===== src/common/anp_pkg.sv =====
// Constants and carrier types for the next-page register bank
package anp_pkg;

    // Bus geometry
    localparam int          ADDR_W          = 8;
    localparam int          DATA_W          = 32;
    localparam int          REG_W           = 16;

    // Register indexes; the byte address is four times the index
    localparam logic [7:0]  EXP_INDEX       = 8'h06;
    localparam logic [7:0]  NPT_INDEX       = 8'h0E;
    localparam logic [7:0]  EXP_ADDR        = 8'(EXP_INDEX * 4);
    localparam logic [7:0]  NPT_ADDR        = 8'(NPT_INDEX * 4);

    // Storage places for received next pages
    localparam logic [7:0]  RX_STORE_ALT    = 8'h08;
    localparam logic [7:0]  RX_STORE_BASE   = 8'h05;

    // Expansion status field positions
    localparam int          EXP_LP_AN_BIT   = 0;
    localparam int          EXP_PAGE_RX_BIT = 1;
    localparam int          EXP_LOC_NP_BIT  = 2;
    localparam int          EXP_LP_NP_BIT   = 3;
    localparam int          EXP_PD_FLT_BIT  = 4;
    localparam int          EXP_RX_LOC_BIT  = 5;
    localparam int          EXP_LOC_CTL_BIT = 6;

    // Local next-page capability, a constant of the device
    localparam logic        LOCAL_NP_ABLE   = 1'b1;

    // Next-page transmit field positions
    localparam int          NPT_NP_BIT      = 15;
    localparam int          NPT_RSVD_BIT    = 14;
    localparam int          NPT_MP_BIT      = 13;
    localparam int          NPT_ACK2_BIT    = 12;
    localparam int          NPT_TOG_BIT     = 11;
    localparam int          NPT_CODE_MSB    = 10;

    // Reset values
    localparam logic        NPT_NP_RST      = 1'b0;
    localparam logic        NPT_MP_RST      = 1'b1;
    localparam logic        NPT_ACK2_RST    = 1'b0;
    localparam logic        NPT_TOG_RST     = 1'b0;
    localparam logic [10:0] NPT_CODE_RST    = 11'h001;
    localparam logic        EXP_RX_LOC_RST  = 1'b0;
    localparam logic        EXP_LOC_CTL_RST = 1'b0;

    // Status reported by the line-side negotiation logic
    typedef struct packed {
        logic page_rx;
        logic lp_an_able;
        logic pd_fault;
        logic lp_np_able;
    } anp_line_status_t;

    // Next page handed to the line side for sending
    typedef struct packed {
        logic        next_page;
        logic        message_page;
        logic        second_acknowledge;
        logic        toggle;
        logic [10:0] code;
    } anp_np_word_t;

endpackage


===== src/logic/anp_lh_bit.sv =====
// Latching-high status bit, cleared by a completed read
`timescale 1ns/1ps
module anp_lh_bit (
    // Clock and reset
    input  wire logic pclk,
    input  wire logic presetn,
    // Event and clear
    input  wire logic event_in,
    input  wire logic read_clr,
    // Latched state
    output logic      latching_high_status
);

    // A new event in the clearing cycle wins, so no event is lost
    wire logic next_latching_high_status = event_in | (latching_high_status & ~read_clr);

    always_ff @(posedge pclk or negedge presetn) begin
        if (!presetn) begin
            latching_high_status <= 1'b0;
        end else begin
            latching_high_status <= next_latching_high_status;
        end
    end

endmodule


===== src/logic/anp_regs.sv =====
// APB register bank for auto-negotiation expansion status and next-page transmit
`timescale 1ns/1ps

// Behaviour
// - Page-received flag latches high on a new page, resets to 0.
// - Read-only bit shows link partner auto-negotiation ability; resets 0.
// - Location-control bit 1 lets bit 5 choose the next-page store.
// - Location bit 1 stores pages at 08h, 0 stores at 05h.
// - Parallel detection fault bit latches high; resets to 0.
// - Read-only bit shows link partner next-page ability; resets 0.
// - Local next-page capability bit always reads 1.
// - Next-page transmit word sits at index 0Eh of each port page.
// - Bit 15 writable, resets 0; 1 means more next pages follow.
// - Bit 14 reserved, always reads 0.
// - Bit 13 writable, 1 formatted page, 0 unformatted; resets 1.
// - Bit 12 writable compliance flag, resets 0.
// - Bit 11 read-only toggle flips after each next page exchanged.
// - Bits 10:0 writable code field, resets to 001h.
module anp_regs (
    // Clock and reset
    input  wire logic                    pclk,
    input  wire logic                    presetn,
    // APB slave
    input  wire logic                    psel,
    input  wire logic                    penable,
    input  wire logic                    pwrite,
    input  wire logic [7:0]              paddr,
    input  wire logic [31:0]             pwdata,
    input  wire logic [3:0]              pstrb,
    output logic                         pready,
    output logic [31:0]                  prdata,
    output logic                         pslverr,
    // Line-side status from the negotiation logic
    input  wire anp_pkg::anp_line_status_t line_status,
    input  wire logic                    np_sent,
    // Line-side next-page request
    output anp_pkg::anp_np_word_t        np_word,
    output logic                         np_pending,
    output logic [7:0]                   rx_store_index
);

    // Bus phase decode
    wire logic setup_phase  = psel & ~penable;
    wire logic access_done  = psel & penable & pready;
    wire logic hit_exp      = (paddr == anp_pkg::EXP_ADDR);
    wire logic hit_npt      = (paddr == anp_pkg::NPT_ADDR);
    wire logic hit_any      = hit_exp | hit_npt;
    wire logic wr_done      = access_done & pwrite & hit_any;
    wire logic rd_done      = access_done & ~pwrite & hit_any;
    wire logic wr_exp       = wr_done & hit_exp;
    wire logic wr_npt       = wr_done & hit_npt;
    wire logic rd_exp       = rd_done & hit_exp;
    // The upper byte lane carries bits 15:8, the lower 7:0
    wire logic lane_lo      = pstrb[0];
    wire logic lane_hi      = pstrb[1];

    // Stored control fields
    logic        loc_ctl;
    logic        rx_loc;
    logic        tx_np;
    logic        tx_mp;
    logic        tx_ack2;
    logic        tx_tog;
    logic [10:0] tx_code;

    // Latching-high flags
    logic page_rx_lh;
    logic pd_fault_lh;

    // Read data is taken at the setup edge, so an event latched in that same
    // edge was never reported; only bits that the read returned as 1 are cleared
    wire logic clr_page_rx  = rd_exp & prdata[anp_pkg::EXP_PAGE_RX_BIT];
    wire logic clr_pd_fault = rd_exp & prdata[anp_pkg::EXP_PD_FLT_BIT];

    anp_lh_bit u_page_rx (
        .pclk                 (pclk),
        .presetn              (presetn),
        .event_in             (line_status.page_rx),
        .read_clr             (clr_page_rx),
        .latching_high_status (page_rx_lh)
    );

    anp_lh_bit u_pd_fault (
        .pclk                 (pclk),
        .presetn              (presetn),
        .event_in             (line_status.pd_fault),
        .read_clr             (clr_pd_fault),
        .latching_high_status (pd_fault_lh)
    );

    // Live partner abilities are sampled so reads see a stable value
    logic lp_an_able;
    logic lp_np_able;

    always_ff @(posedge pclk or negedge presetn) begin
        if (!presetn) begin
            lp_an_able <= 1'b0;
            lp_np_able <= 1'b0;
        end else begin
            lp_an_able <= line_status.lp_an_able;
            lp_np_able <= line_status.lp_np_able;
        end
    end

    // Expansion status word
    logic [15:0] exp_word;

    always_comb begin
        exp_word                             = '0;
        exp_word[anp_pkg::EXP_LP_AN_BIT]     = lp_an_able;
        exp_word[anp_pkg::EXP_PAGE_RX_BIT]   = page_rx_lh;
        exp_word[anp_pkg::EXP_LOC_NP_BIT]    = anp_pkg::LOCAL_NP_ABLE;
        exp_word[anp_pkg::EXP_LP_NP_BIT]     = lp_np_able;
        exp_word[anp_pkg::EXP_PD_FLT_BIT]    = pd_fault_lh;
        exp_word[anp_pkg::EXP_RX_LOC_BIT]    = rx_loc;
        exp_word[anp_pkg::EXP_LOC_CTL_BIT]   = loc_ctl;
    end

    // Next-page transmit word
    logic [15:0] npt_word;

    always_comb begin
        npt_word                                   = '0;
        npt_word[anp_pkg::NPT_NP_BIT]              = tx_np;
        npt_word[anp_pkg::NPT_RSVD_BIT]            = 1'b0;
        npt_word[anp_pkg::NPT_MP_BIT]              = tx_mp;
        npt_word[anp_pkg::NPT_ACK2_BIT]            = tx_ack2;
        npt_word[anp_pkg::NPT_TOG_BIT]             = tx_tog;
        npt_word[anp_pkg::NPT_CODE_MSB:0]          = tx_code;
    end

    // Read mux, taken in the setup cycle and held through the access cycle
    wire logic [15:0] rd_word = hit_exp ? exp_word : (hit_npt ? npt_word : 16'h0000);

    // Write data split per lane
    wire logic [15:0] wdata16 = pwdata[15:0];

    // APB answer: pready rises one cycle after setup, so each access has
    // exactly one wait-free access cycle; unmapped addresses answer with an error
    always_ff @(posedge pclk or negedge presetn) begin
        if (!presetn) begin
            pready  <= 1'b0;
            prdata  <= 32'h0000_0000;
            pslverr <= 1'b0;
        end else begin
            pready  <= setup_phase;
            pslverr <= setup_phase & ~hit_any;
            if (setup_phase && !pwrite) begin
                prdata <= {16'h0000, rd_word};
            end else if (access_done) begin
                prdata <= 32'h0000_0000;
            end
        end
    end

    // Expansion register writable bits
    always_ff @(posedge pclk or negedge presetn) begin
        if (!presetn) begin
            loc_ctl <= anp_pkg::EXP_LOC_CTL_RST;
            rx_loc  <= anp_pkg::EXP_RX_LOC_RST;
        end else if (wr_exp && lane_lo) begin
            loc_ctl <= wdata16[anp_pkg::EXP_LOC_CTL_BIT];
            rx_loc  <= wdata16[anp_pkg::EXP_RX_LOC_BIT];
        end
    end

    // Store place: the location bit only counts while location control is on
    wire logic       store_alt        = loc_ctl & rx_loc;
    wire logic [7:0] next_store_index = store_alt ? anp_pkg::RX_STORE_ALT : anp_pkg::RX_STORE_BASE;

    always_ff @(posedge pclk or negedge presetn) begin
        if (!presetn) begin
            rx_store_index <= anp_pkg::RX_STORE_BASE;
        end else begin
            rx_store_index <= next_store_index;
        end
    end

    // Transmit word writable fields; bits 14 and 11 ignore writes
    always_ff @(posedge pclk or negedge presetn) begin
        if (!presetn) begin
            tx_np   <= anp_pkg::NPT_NP_RST;
            tx_mp   <= anp_pkg::NPT_MP_RST;
            tx_ack2 <= anp_pkg::NPT_ACK2_RST;
        end else if (wr_npt && lane_hi) begin
            tx_np   <= wdata16[anp_pkg::NPT_NP_BIT];
            tx_mp   <= wdata16[anp_pkg::NPT_MP_BIT];
            tx_ack2 <= wdata16[anp_pkg::NPT_ACK2_BIT];
        end
    end

    // Code field spans both byte lanes
    always_ff @(posedge pclk or negedge presetn) begin
        if (!presetn) begin
            tx_code <= anp_pkg::NPT_CODE_RST;
        end else if (wr_npt) begin
            if (lane_hi) begin
                tx_code[10:8] <= wdata16[10:8];
            end
            if (lane_lo) begin
                tx_code[7:0] <= wdata16[7:0];
            end
        end
    end

    // Toggle flips once per next page the line side reports as exchanged
    always_ff @(posedge pclk or negedge presetn) begin
        if (!presetn) begin
            tx_tog <= anp_pkg::NPT_TOG_RST;
        end else if (np_sent) begin
            tx_tog <= ~tx_tog;
        end
    end

    // Pending flag: a write arms it, a sent page disarms it; a write in the
    // same cycle as a send wins, since it carries a fresh page
    wire logic next_np_pending = wr_npt | (np_pending & ~np_sent);

    always_ff @(posedge pclk or negedge presetn) begin
        if (!presetn) begin
            np_pending <= 1'b0;
        end else begin
            np_pending <= next_np_pending;
        end
    end

    // Word offered to the line side, refreshed every cycle from the fields
    anp_pkg::anp_np_word_t next_np_word;

    always_comb begin
        next_np_word.next_page          = tx_np;
        next_np_word.message_page       = tx_mp;
        next_np_word.second_acknowledge = tx_ack2;
        next_np_word.toggle             = tx_tog;
        next_np_word.code               = tx_code;
    end

    always_ff @(posedge pclk or negedge presetn) begin
        if (!presetn) begin
            np_word <= '{next_page:          anp_pkg::NPT_NP_RST,
                         message_page:       anp_pkg::NPT_MP_RST,
                         second_acknowledge: anp_pkg::NPT_ACK2_RST,
                         toggle:             anp_pkg::NPT_TOG_RST,
                         code:               anp_pkg::NPT_CODE_RST};
        end else begin
            np_word <= next_np_word;
        end
    end

endmodule


===== config.mk =====
export PLATFORM = sky130hd
export DESIGN_NAME = anp_regs
export DESIGN_NICKNAME = d
export VERILOG_FILES = /design/src/common/anp_pkg.sv /design/src/logic/anp_lh_bit.sv /design/src/logic/anp_regs.sv
export SDC_FILE = /design/constraint.sdc
export NUM_CORES = 1
export LEC_CHECK = 0
export CAP_MARGIN = 20
export CORE_ASPECT_RATIO = 1.1
export CORE_MARGIN = 5
export CORE_UTILIZATION = 40
export CTS_BUF_LIST = sky130_fd_sc_hd__clkbuf_16
export CTS_CLUSTER_SIZE = 30
export DETAILED_ROUTE_END_ITERATION = 12
export DONT_BUFFER_PORTS = 1
export GPL_TIMING_DRIVEN = 0
export HOLD_SLACK_MARGIN = 0.08
export PLACE_DENSITY_LB_ADDON = 0.3
export SYNTH_ARGS = -nofsm -noshare
export SYNTH_HDL_FRONTEND = slang
export SYNTH_SLANG_ARGS = --single-unit

===== constraint.sdc =====
create_clock -name pclk -period 1.7 [get_ports pclk]
set_input_delay 0.34 -clock pclk [delete_from_list [all_inputs] [get_ports pclk]]
set_output_delay 0.34 -clock pclk [all_outputs]
set_load 0.05 [all_outputs]

==> metrics.csv, run 1 <==
metric,value,unit
numCtsBuffers,5,
setup_violations,0,
drv_slew,0,
drtAntennaViolNets,0,
synth_cells,152,
r2r_cells,3,
clock-sinks,56,
timing.hold.ws,137,ps
clockPowerShare,35.9,%
num_vias,1234,
clk_latency,280,ps
post-route-min-period,1660,ps
synth_area_leader_cell,dfrtp_1,
setup_tns,0,ps
area_growth_syn_to_layout,17.0,%
status,finished clean,
grt_max_degree,57,
drc,0,
critPathKind,register to register,
gp_congestion,0.673,
place_inst,248,
dpl_worst_slack,-291,ps
synth_top_cell_area_share,57.6,%
synth_area,2220,sq um
ioPinCount,112,
switching_share,25.0,%
port_buffers,0,
final.fill_count,506,
cts_tree,done,
fmax,602,MHz
routed_via_density,4.75,
drtIter0Drc,32,
start_util,41.1,%
cp_data_required_time,1860,ps
switchingPower,0.654,mW
core,5400,sq um
cp-endpoint,tx_code[2],
clockRootBuffer,clkbuf_16,
r2r_setup_slack,40,ps
hold_path.class,input pin to register,
final-seq-area,1410,sq um
leakagePower,1.30,nW
powerDensity,1010,nW/um^2
synth-edff-count,0,
cts_max_path_buffers,2,
critPathTopFamily,simple AND/OR/NAND/NOR gates,
setup.worst_path.end_class,register,
critPathBufInv,0,
start_kind,register,
cp.depth,3,
synth_ff_type,dfrtp_1,
maxSlewHeadroom,64.4,%
seqPwrFrac,55.0,%
fin_ws,38.3,ps
place_area,2390,sq um
cp_cell_sequence,and4_4 -> nand4_2 -> mux2_2,
cp_slowest_cell,dfrtp_2,
layout_common_cells,"dfrtp_1, buf_4, conb_1",
h-tree-depth,2,
antenna_found_initial,0,
intPower,1.97,mW
final_common_cell,dfrtp_1,
startpoint,pready,
num_antenna_cells,0,
final_cells,260,
ys_types,33,
ys_ff_latch,56,
grt_usage,12.5,%
ir_worst_vdd,0.419,mV
r2r_start,pready,
min_period_over_period,97.7,%
r2r_end,tx_code[2],
cap_viol_max_count,0,
fp.dieH,88.1,um
avgSynthCellArea,14.6,sq um
clk_pin_slew,60,ps
crit_path_max_incr_delay,540,ps
drive_gt1_share,34.1,%
first_global_vias,1296,
wirelength,4410,um
grt_first_pass_wirelength,6620,um
hold_violations,0,
cts_setup_buffers,0,
die-area,7130,sq um
rows,28,
netlist_top_cells_area,"dfrtp_1, mux2_2, buf_4, dfstp_2, a32o_1",
power_frac_comb,9.0,%
final_net_count,238,
cp_max_fo,8,
firstDrtPassIters,5,
fp.dieW,81.0,um
arrival,1830,ps
grt_overflow,0,
final_area,2590,sq um
wl_per_cell,17.0,um
clock_skew,3.35,ps
multi_input_area,686,sq um
async_flop_share,100,%
hpwlAfterDp,3300,um
yosysWarnings,0,
whs_path_depth,1,
rsz0062_at_grt,false,
ys_seq_area_share,63.5,%
worst_pin_slew,535,ps
-- metal layers --
layer	share of wire (%)	track usage, %
met5	0	0
met4	0.32	3.69
met3	11	5.76
met2	53	22.6
met1	36	12.9
-- synth_stat cells (2+ instances only) --
master and instances:
a32o_1 8, a21o_1 2, nor2b_1 3, buf_4 23, mux2i_1 6, and2_1 3
clkbuf_1 2, mux2_2 16, dfstp_2 5, buf_2 2, inv_1 2, o2bb2ai_1 6
dfrtp_1 51, nand4_1 4
-- state kept, by name, indices dropped and copies added, names as in the netlist, 2 cells and up --
register,cells
np_word,15
prdata,15
tx_code,11
rx_store_index,2
-- worst min-delay path by stage --
stage	from	to	slack (ps)
2_1_floorplan	presetn	loc_ctl	40
3_3_place_gp	presetn	np_word[12]	50
3_5_place_dp	presetn	np_word[10]	50
4_1_cts	presetn	tx_code[8]	-260
5_1_grt	penable	pready	120
6_report	penable	pready	140
-- what timing repair did --
item | 4_1_cts | 5_1_grt
hold endpoints to repair | 58 | 56
gates resized for setup | 3 | 1
hold buffers | 2 | 2
endpoints found under the setup margin | 24 | 11
pin swaps | 0 | 0
-- final cells by class --
cell class / instances / area share [%]
sequential: 56 / 54.3
inverter: 2 / 0.289
buffer: 28 / 7.81
multi-input combinational: 87 / 26.4
clock inverter: 3 / 0.482
timing repair buffer: 4 / 2.22
tap: 75 / 3.62
clock buffer: 5 / 4.82
-- metrics by stage --
step                utilization, %  total power [mW]
floorplan                        -              1.65
global placement              44.3              1.66
detailed placement            44.3              1.66
CTS                           47.3              2.61
global route                  48.1              2.73
finish                        48.1              2.62
-- cells by family after synthesis --
kind of cell / share of synthesized area [%]
compound gates: 7.84
xor+xnor: 0.395
buf+inv: 9.42
flops: 63.5
mux: 10.8
other cells: 0.169
simple gates: 7.84
-- power by group through the flow --
stage / clock network (mW) / registers [mW] / logic, mW
final: 0.942 / 1.44 / 0.237
after CTS: 0.971 / 1.44 / 0.200
after detailed placement: 0 / 1.47 / 0.195
after global placement: 0 / 1.47 / 0.194
after global routing: 1.02 / 1.45 / 0.256
after floorplan: 0 / 1.46 / 0.185
No activity file was read; power rests on OpenSTA's default activity.
==> run 2: changes to the inputs <==
--- a/config.mk
+++ b/config.mk
@@ -15,7 +15,6 @@
 export DONT_BUFFER_PORTS = 1
 export GPL_TIMING_DRIVEN = 0
 export HOLD_SLACK_MARGIN = 0.08
-export PLACE_DENSITY_LB_ADDON = 0.3
 export SYNTH_ARGS = -nofsm -noshare
 export SYNTH_HDL_FRONTEND = slang
 export SYNTH_SLANG_ARGS = --single-unit
==> run 2 against run 1 <==
Critical path depth up 1; global-route usage up 0.66 points; critical path type unchanged; setup slack better by 13 ps.
==> metrics.csv, run 2 (same netlist as run 1, synthesis figures left out) <==
metric,value,unit
status,finished clean,
maxSlewHeadroom,61.4,%
fmax,607,MHz
fin_util,48.4,%
top_regs,"np_word (15), prdata (15), tx_code (11)",
critPathKind,register to register,
rows,28,
clock_skew,5.39,ps
start_kind,register,
routed_via_density,4.84,
setup_tns,0,ps
hpwlAfterDp,3400,um
cap_viol_max_count,0,
cts_setup_buffers,0,
fp.dieH,88.1,um
power_frac_comb,8.8,%
worst_pin_slew,576,ps
switching_share,26.1,%
num_antenna_cells,0,
antenna_found_initial,0,
core,5400,sq um
grt_first_pass_wirelength,6880,um
hold_path.class,input pin to register,
cp_data_required_time,1870,ps
drv_slew,0,
clockRootBuffer,clkbuf_16,
num_vias,1258,
drtIter0Drc,46,
final.fill_count,492,
timing.hold.ws,117,ps
cp_max_fo,6,
hold_violations,0,
clk_pin_slew,70,ps
fin_ws,51.3,ps
arrival,1820,ps
min_period_over_period,97.0,%
grt_overflow,0,
setup_violations,0,
ioPinCount,112,
seqPwrFrac,53.7,%
dpl_worst_slack,-270,ps
wl_per_cell,17.2,um
die-area,7130,sq um
wirelength,4460,um
drive_gt1_share,35.1,%
ir_worst_vdd,0.475,mV
port_buffers,0,
leakagePower,1.30,nW
intPower,1.98,mW
powerDensity,1030,nW/um^2
clk_latency,290,ps
setup.worst_path.end_class,register,
drc,0,
gp_congestion,0.658,
clockPowerShare,37.4,%
cts_tree,done,
firstDrtPassIters,4,
place_area,2390,sq um
start_util,41.1,%
switchingPower,0.699,mW
final_net_count,238,
final_common_cell,dfrtp_1,
clock-sinks,56,
layout_common_cells,"dfrtp_1, buf_4, conb_1",
rsz0062_at_grt,false,
grt_usage,13.2,%
final_area,2610,sq um
cts_max_path_buffers,2,
numCtsBuffers,5,
drtAntennaViolNets,0,
h-tree-depth,2,
area_growth_syn_to_layout,17.8,%
first_global_vias,1310,
grt_max_degree,57,
post-route-min-period,1650,ps
fp.dieW,81.0,um
[run 2: layout make-up]
class | instances | area, sq um | area share, %
sequential | 56 | 1410 | 53.9
inverter | 2 | 7.51 | 0.287
clock buffer | 5 | 125 | 4.79
clock inverter | 3 | 22.5 | 0.862
multi-input combinational | 87 | 694 | 26.6
buffer | 28 | 203 | 7.76
timing repair buffer | 4 | 57.6 | 2.20
tap | 75 | 93.8 | 3.59
[run 2: worst paths after layout]
kind | cells after the start | slack, ps | end | from
min in group asynchronous | 2 | 580 | prdata[8] | presetn
worst min register to register | 0 | 370 | np_word[13] | tx_mp
worst min-delay path | 1 | 120 | pready | penable
worst max register to register | 4 | 50 | tx_code[8] | pready
worst max-delay path | 4 | 50 | tx_code[8] | pready
max in group asynchronous | 2 | 830 | tx_code[0] | presetn
[run 2: power by group through the flow]
stage,registers (mW),logic (mW),clock network (mW)
2_1_floorplan,1.46,0.185,0
3_3_place_gp,1.47,0.194,0
3_5_place_dp,1.47,0.195,0
4_1_cts,1.44,0.235,1.04
5_1_grt,1.44,0.255,1.10
6_report,1.44,0.237,1.00
[run 2: per-stage QoR]
stage	power, mW	instances
2_1_floorplan	1.65	173
3_3_place_gp	1.66	248
3_5_place_dp	1.66	248
4_1_cts	2.71	260
5_1_grt	2.80	260
6_report	2.68	260
[run 2: worst max-delay path: stages (launching register included)]
cell and delay [ps]:
dfrtp_2 540, and4_4 300, and4_2 230, buf_6 130, mux2_2 330
[run 2: timing repair]
item,in CTS,in global routing
setup endpoints to repair,24,7
hold buffers,4,0
endpoints found under the hold margin,58,0
gates resized for setup,3,3
[run 2: metal layers]
| layer | up-vias | GRT usage, % | routed length [um] |
|---|---|---|---|
| li1 | 562 | - | - |
| met1 | 629 | 14.3 | 1600 |
| met2 | 62 | 22.9 | 2380 |
| met3 | 5 | 6.58 | 448 |
| met4 | 0 | 3.23 | 41 |
| met5 | - | 0 | 0 |
==> run 3: changes to the inputs <==
--- a/config.mk
+++ b/config.mk
@@ -9,7 +9,7 @@
 export CORE_ASPECT_RATIO = 1.1
 export CORE_MARGIN = 5
 export CORE_UTILIZATION = 40
-export CTS_BUF_LIST = sky130_fd_sc_hd__clkbuf_16
+export CTS_BUF_LIST = sky130_fd_sc_hd__clkbuf_4 sky130_fd_sc_hd__clkbuf_8
 export CTS_CLUSTER_SIZE = 30
 export DETAILED_ROUTE_END_ITERATION = 12
 export DONT_BUFFER_PORTS = 1
==> constraint.sdc (replaced) <==
create_clock -name pclk -period 2.1 [get_ports pclk]
set_input_delay 0.42 -clock pclk [delete_from_list [all_inputs] [get_ports pclk]]
set_output_delay 0.42 -clock pclk [all_outputs]
set_load 0.05 [all_outputs]
==> run 3 against run 2 <==
First-iteration DRC count fell by 33%; largest power group unchanged; highest routed layer unchanged; die area did not move; total power fell by 28%; routed wire length rose by 0.76%; maximum frequency fell by 11%; register-to-register slack improved by 200 ps; hold slack improved by 21 ps; clock power fell by 42%; core utilization fell by 1.7 points.
==> metrics.csv, run 3 (same netlist as run 1, synthesis figures left out) <==
metric,value,unit
status,finished clean,
grt_max_degree,57,
fp.dieW,81.0,um
wirelength,4500,um
firstDrtPassIters,4,
first_global_vias,1285,
fp.dieH,88.1,um
seqPwrFrac,60.4,%
cts_tree,done,
drtAntennaViolNets,0,
final_net_count,236,
setup_violations,0,
num_antenna_cells,0,
routed_via_density,4.87,
start_kind,register,
grt_first_pass_wirelength,6850,um
clockPowerShare,29.9,%
timing.hold.ws,138,ps
cts_max_path_buffers,2,
clock-sinks,56,
cap_viol_max_count,0,
hold_path.class,input pin to register,
arrival,2070,ps
clk_pin_slew,100,ps
drv_slew,0,
clockRootBuffer,clkbuf_8,
fmax,542,MHz
fin_ws,254,ps
r2r_start,pready,
whs_path_depth,0,
top_regs,"np_word (15), prdata (15), tx_code (11)",
maxSlewHeadroom,64.4,%
hold_violations,0,
powerDensity,766,nW/um^2
setup.worst_path.end_class,register,
clock_skew,5.55,ps
rows,28,
final.fill_count,504,
wl_per_cell,17.4,um
r2r_cells,4,
grt_usage,13.0,%
clk_latency,300,ps
gp_congestion,0.658,
ioPinCount,112,
die-area,7130,sq um
post-route-min-period,1850,ps
place_area,2390,sq um
start_util,41.1,%
antenna_found_initial,0,
setup_tns,0,ps
drc,0,
switching_share,27.7,%
num_vias,1256,
power_frac_comb,9.7,%
layout_common_cells,"dfrtp_1, buf_4, conb_1",
dpl_worst_slack,130,ps
drive_gt1_share,33.9,%
port_buffers,0,
cts_setup_buffers,0,
switchingPower,0.536,mW
rsz0062_at_grt,false,
min_from,line_status[2],
leakagePower,1.26,nW
final_common_cell,dfrtp_1,
cp_data_required_time,2330,ps
core,5400,sq um
hpwlAfterDp,3400,um
intPower,1.40,mW
critPathKind,register to register,
min_period_over_period,87.9,%
numCtsBuffers,5,
drtIter0Drc,31,
fin_util,46.7,%
startpoint,pready,
final_area,2520,sq um
grt_overflow,0,
cp_max_fo,10,
area_growth_syn_to_layout,13.7,%
h-tree-depth,2,
worst_pin_slew,534,ps
ir_worst_vdd,0.355,mV
[run 3: cell count changes in the layout (fill, tap and decap cells not counted), sizes merged]
cell         previous run  this run
dlygate4sd3             3         1
[run 3: worst paths after layout]
path / end / slack, ps
max: prdata[3] / 250
min in group asynchronous: prdata[15] / 670
max reg2reg: prdata[3] / 250
min reg2reg: np_word[13] / 380
min: lp_an_able / 140
max in group asynchronous: np_word[0] / 1150
[run 3: power by group through the flow]
stage	Combinational (mW)	Clock (mW)	Sequential, mW
floorplan	0.150	0	1.18
global placement	0.157	0	1.19
detailed placement	0.157	0	1.19
CTS	0.187	0.610	1.17
global route	0.201	0.658	1.17
finish	0.188	0.577	1.17
[run 3: per-stage QoR]
step                      power [mW]  cells
after detailed placement        1.35    248
final                           1.93    258
after global routing            2.03    258
after CTS                       1.96    258
after global placement          1.35    248
after floorplan                 1.33    173
[run 3: worst max-delay path, stage by stage (launching register included)]
cell       delay (ps)
dfrtp_1           600
and2_1            260
o21ai_1           400
clkbuf_2          350
o2bb2ai_1         150
[run 3: routing by layer]
| metal | vias to the layer above | GRT usage [%] | part of all wire, % |
|---|---|---|---|
| met3 | 6 | 5.97 | 10 |
| met1 | 625 | 14.2 | 37 |
| met5 | - | 0 | 0 |
| li1 | 557 | - | - |
| met2 | 68 | 22.9 | 51 |
| met4 | 0 | 3.23 | 0.93 |
[run 3: layout make-up]
class                   count  area, sq um  area share (%)
multi-input cells          87          679            27.0
inverters                   2         7.51           0.298
plain buffers              28          203            8.04
clock buffers               5         68.8            2.73
clock inverters             3         22.5           0.894
repair buffers              2         37.5            1.49
flip-flops and latches     56         1410            55.9
well taps                  75         93.8            3.72
[run 3: repair_timing]
| action | CTS | global route |
|---|---|---|
| gates resized for setup | 0 | 2 |
| endpoints found under the setup margin | 0 | 2 |
| hold buffers | 2 | 0 |
| endpoints found under the hold margin | 56 | 0 |
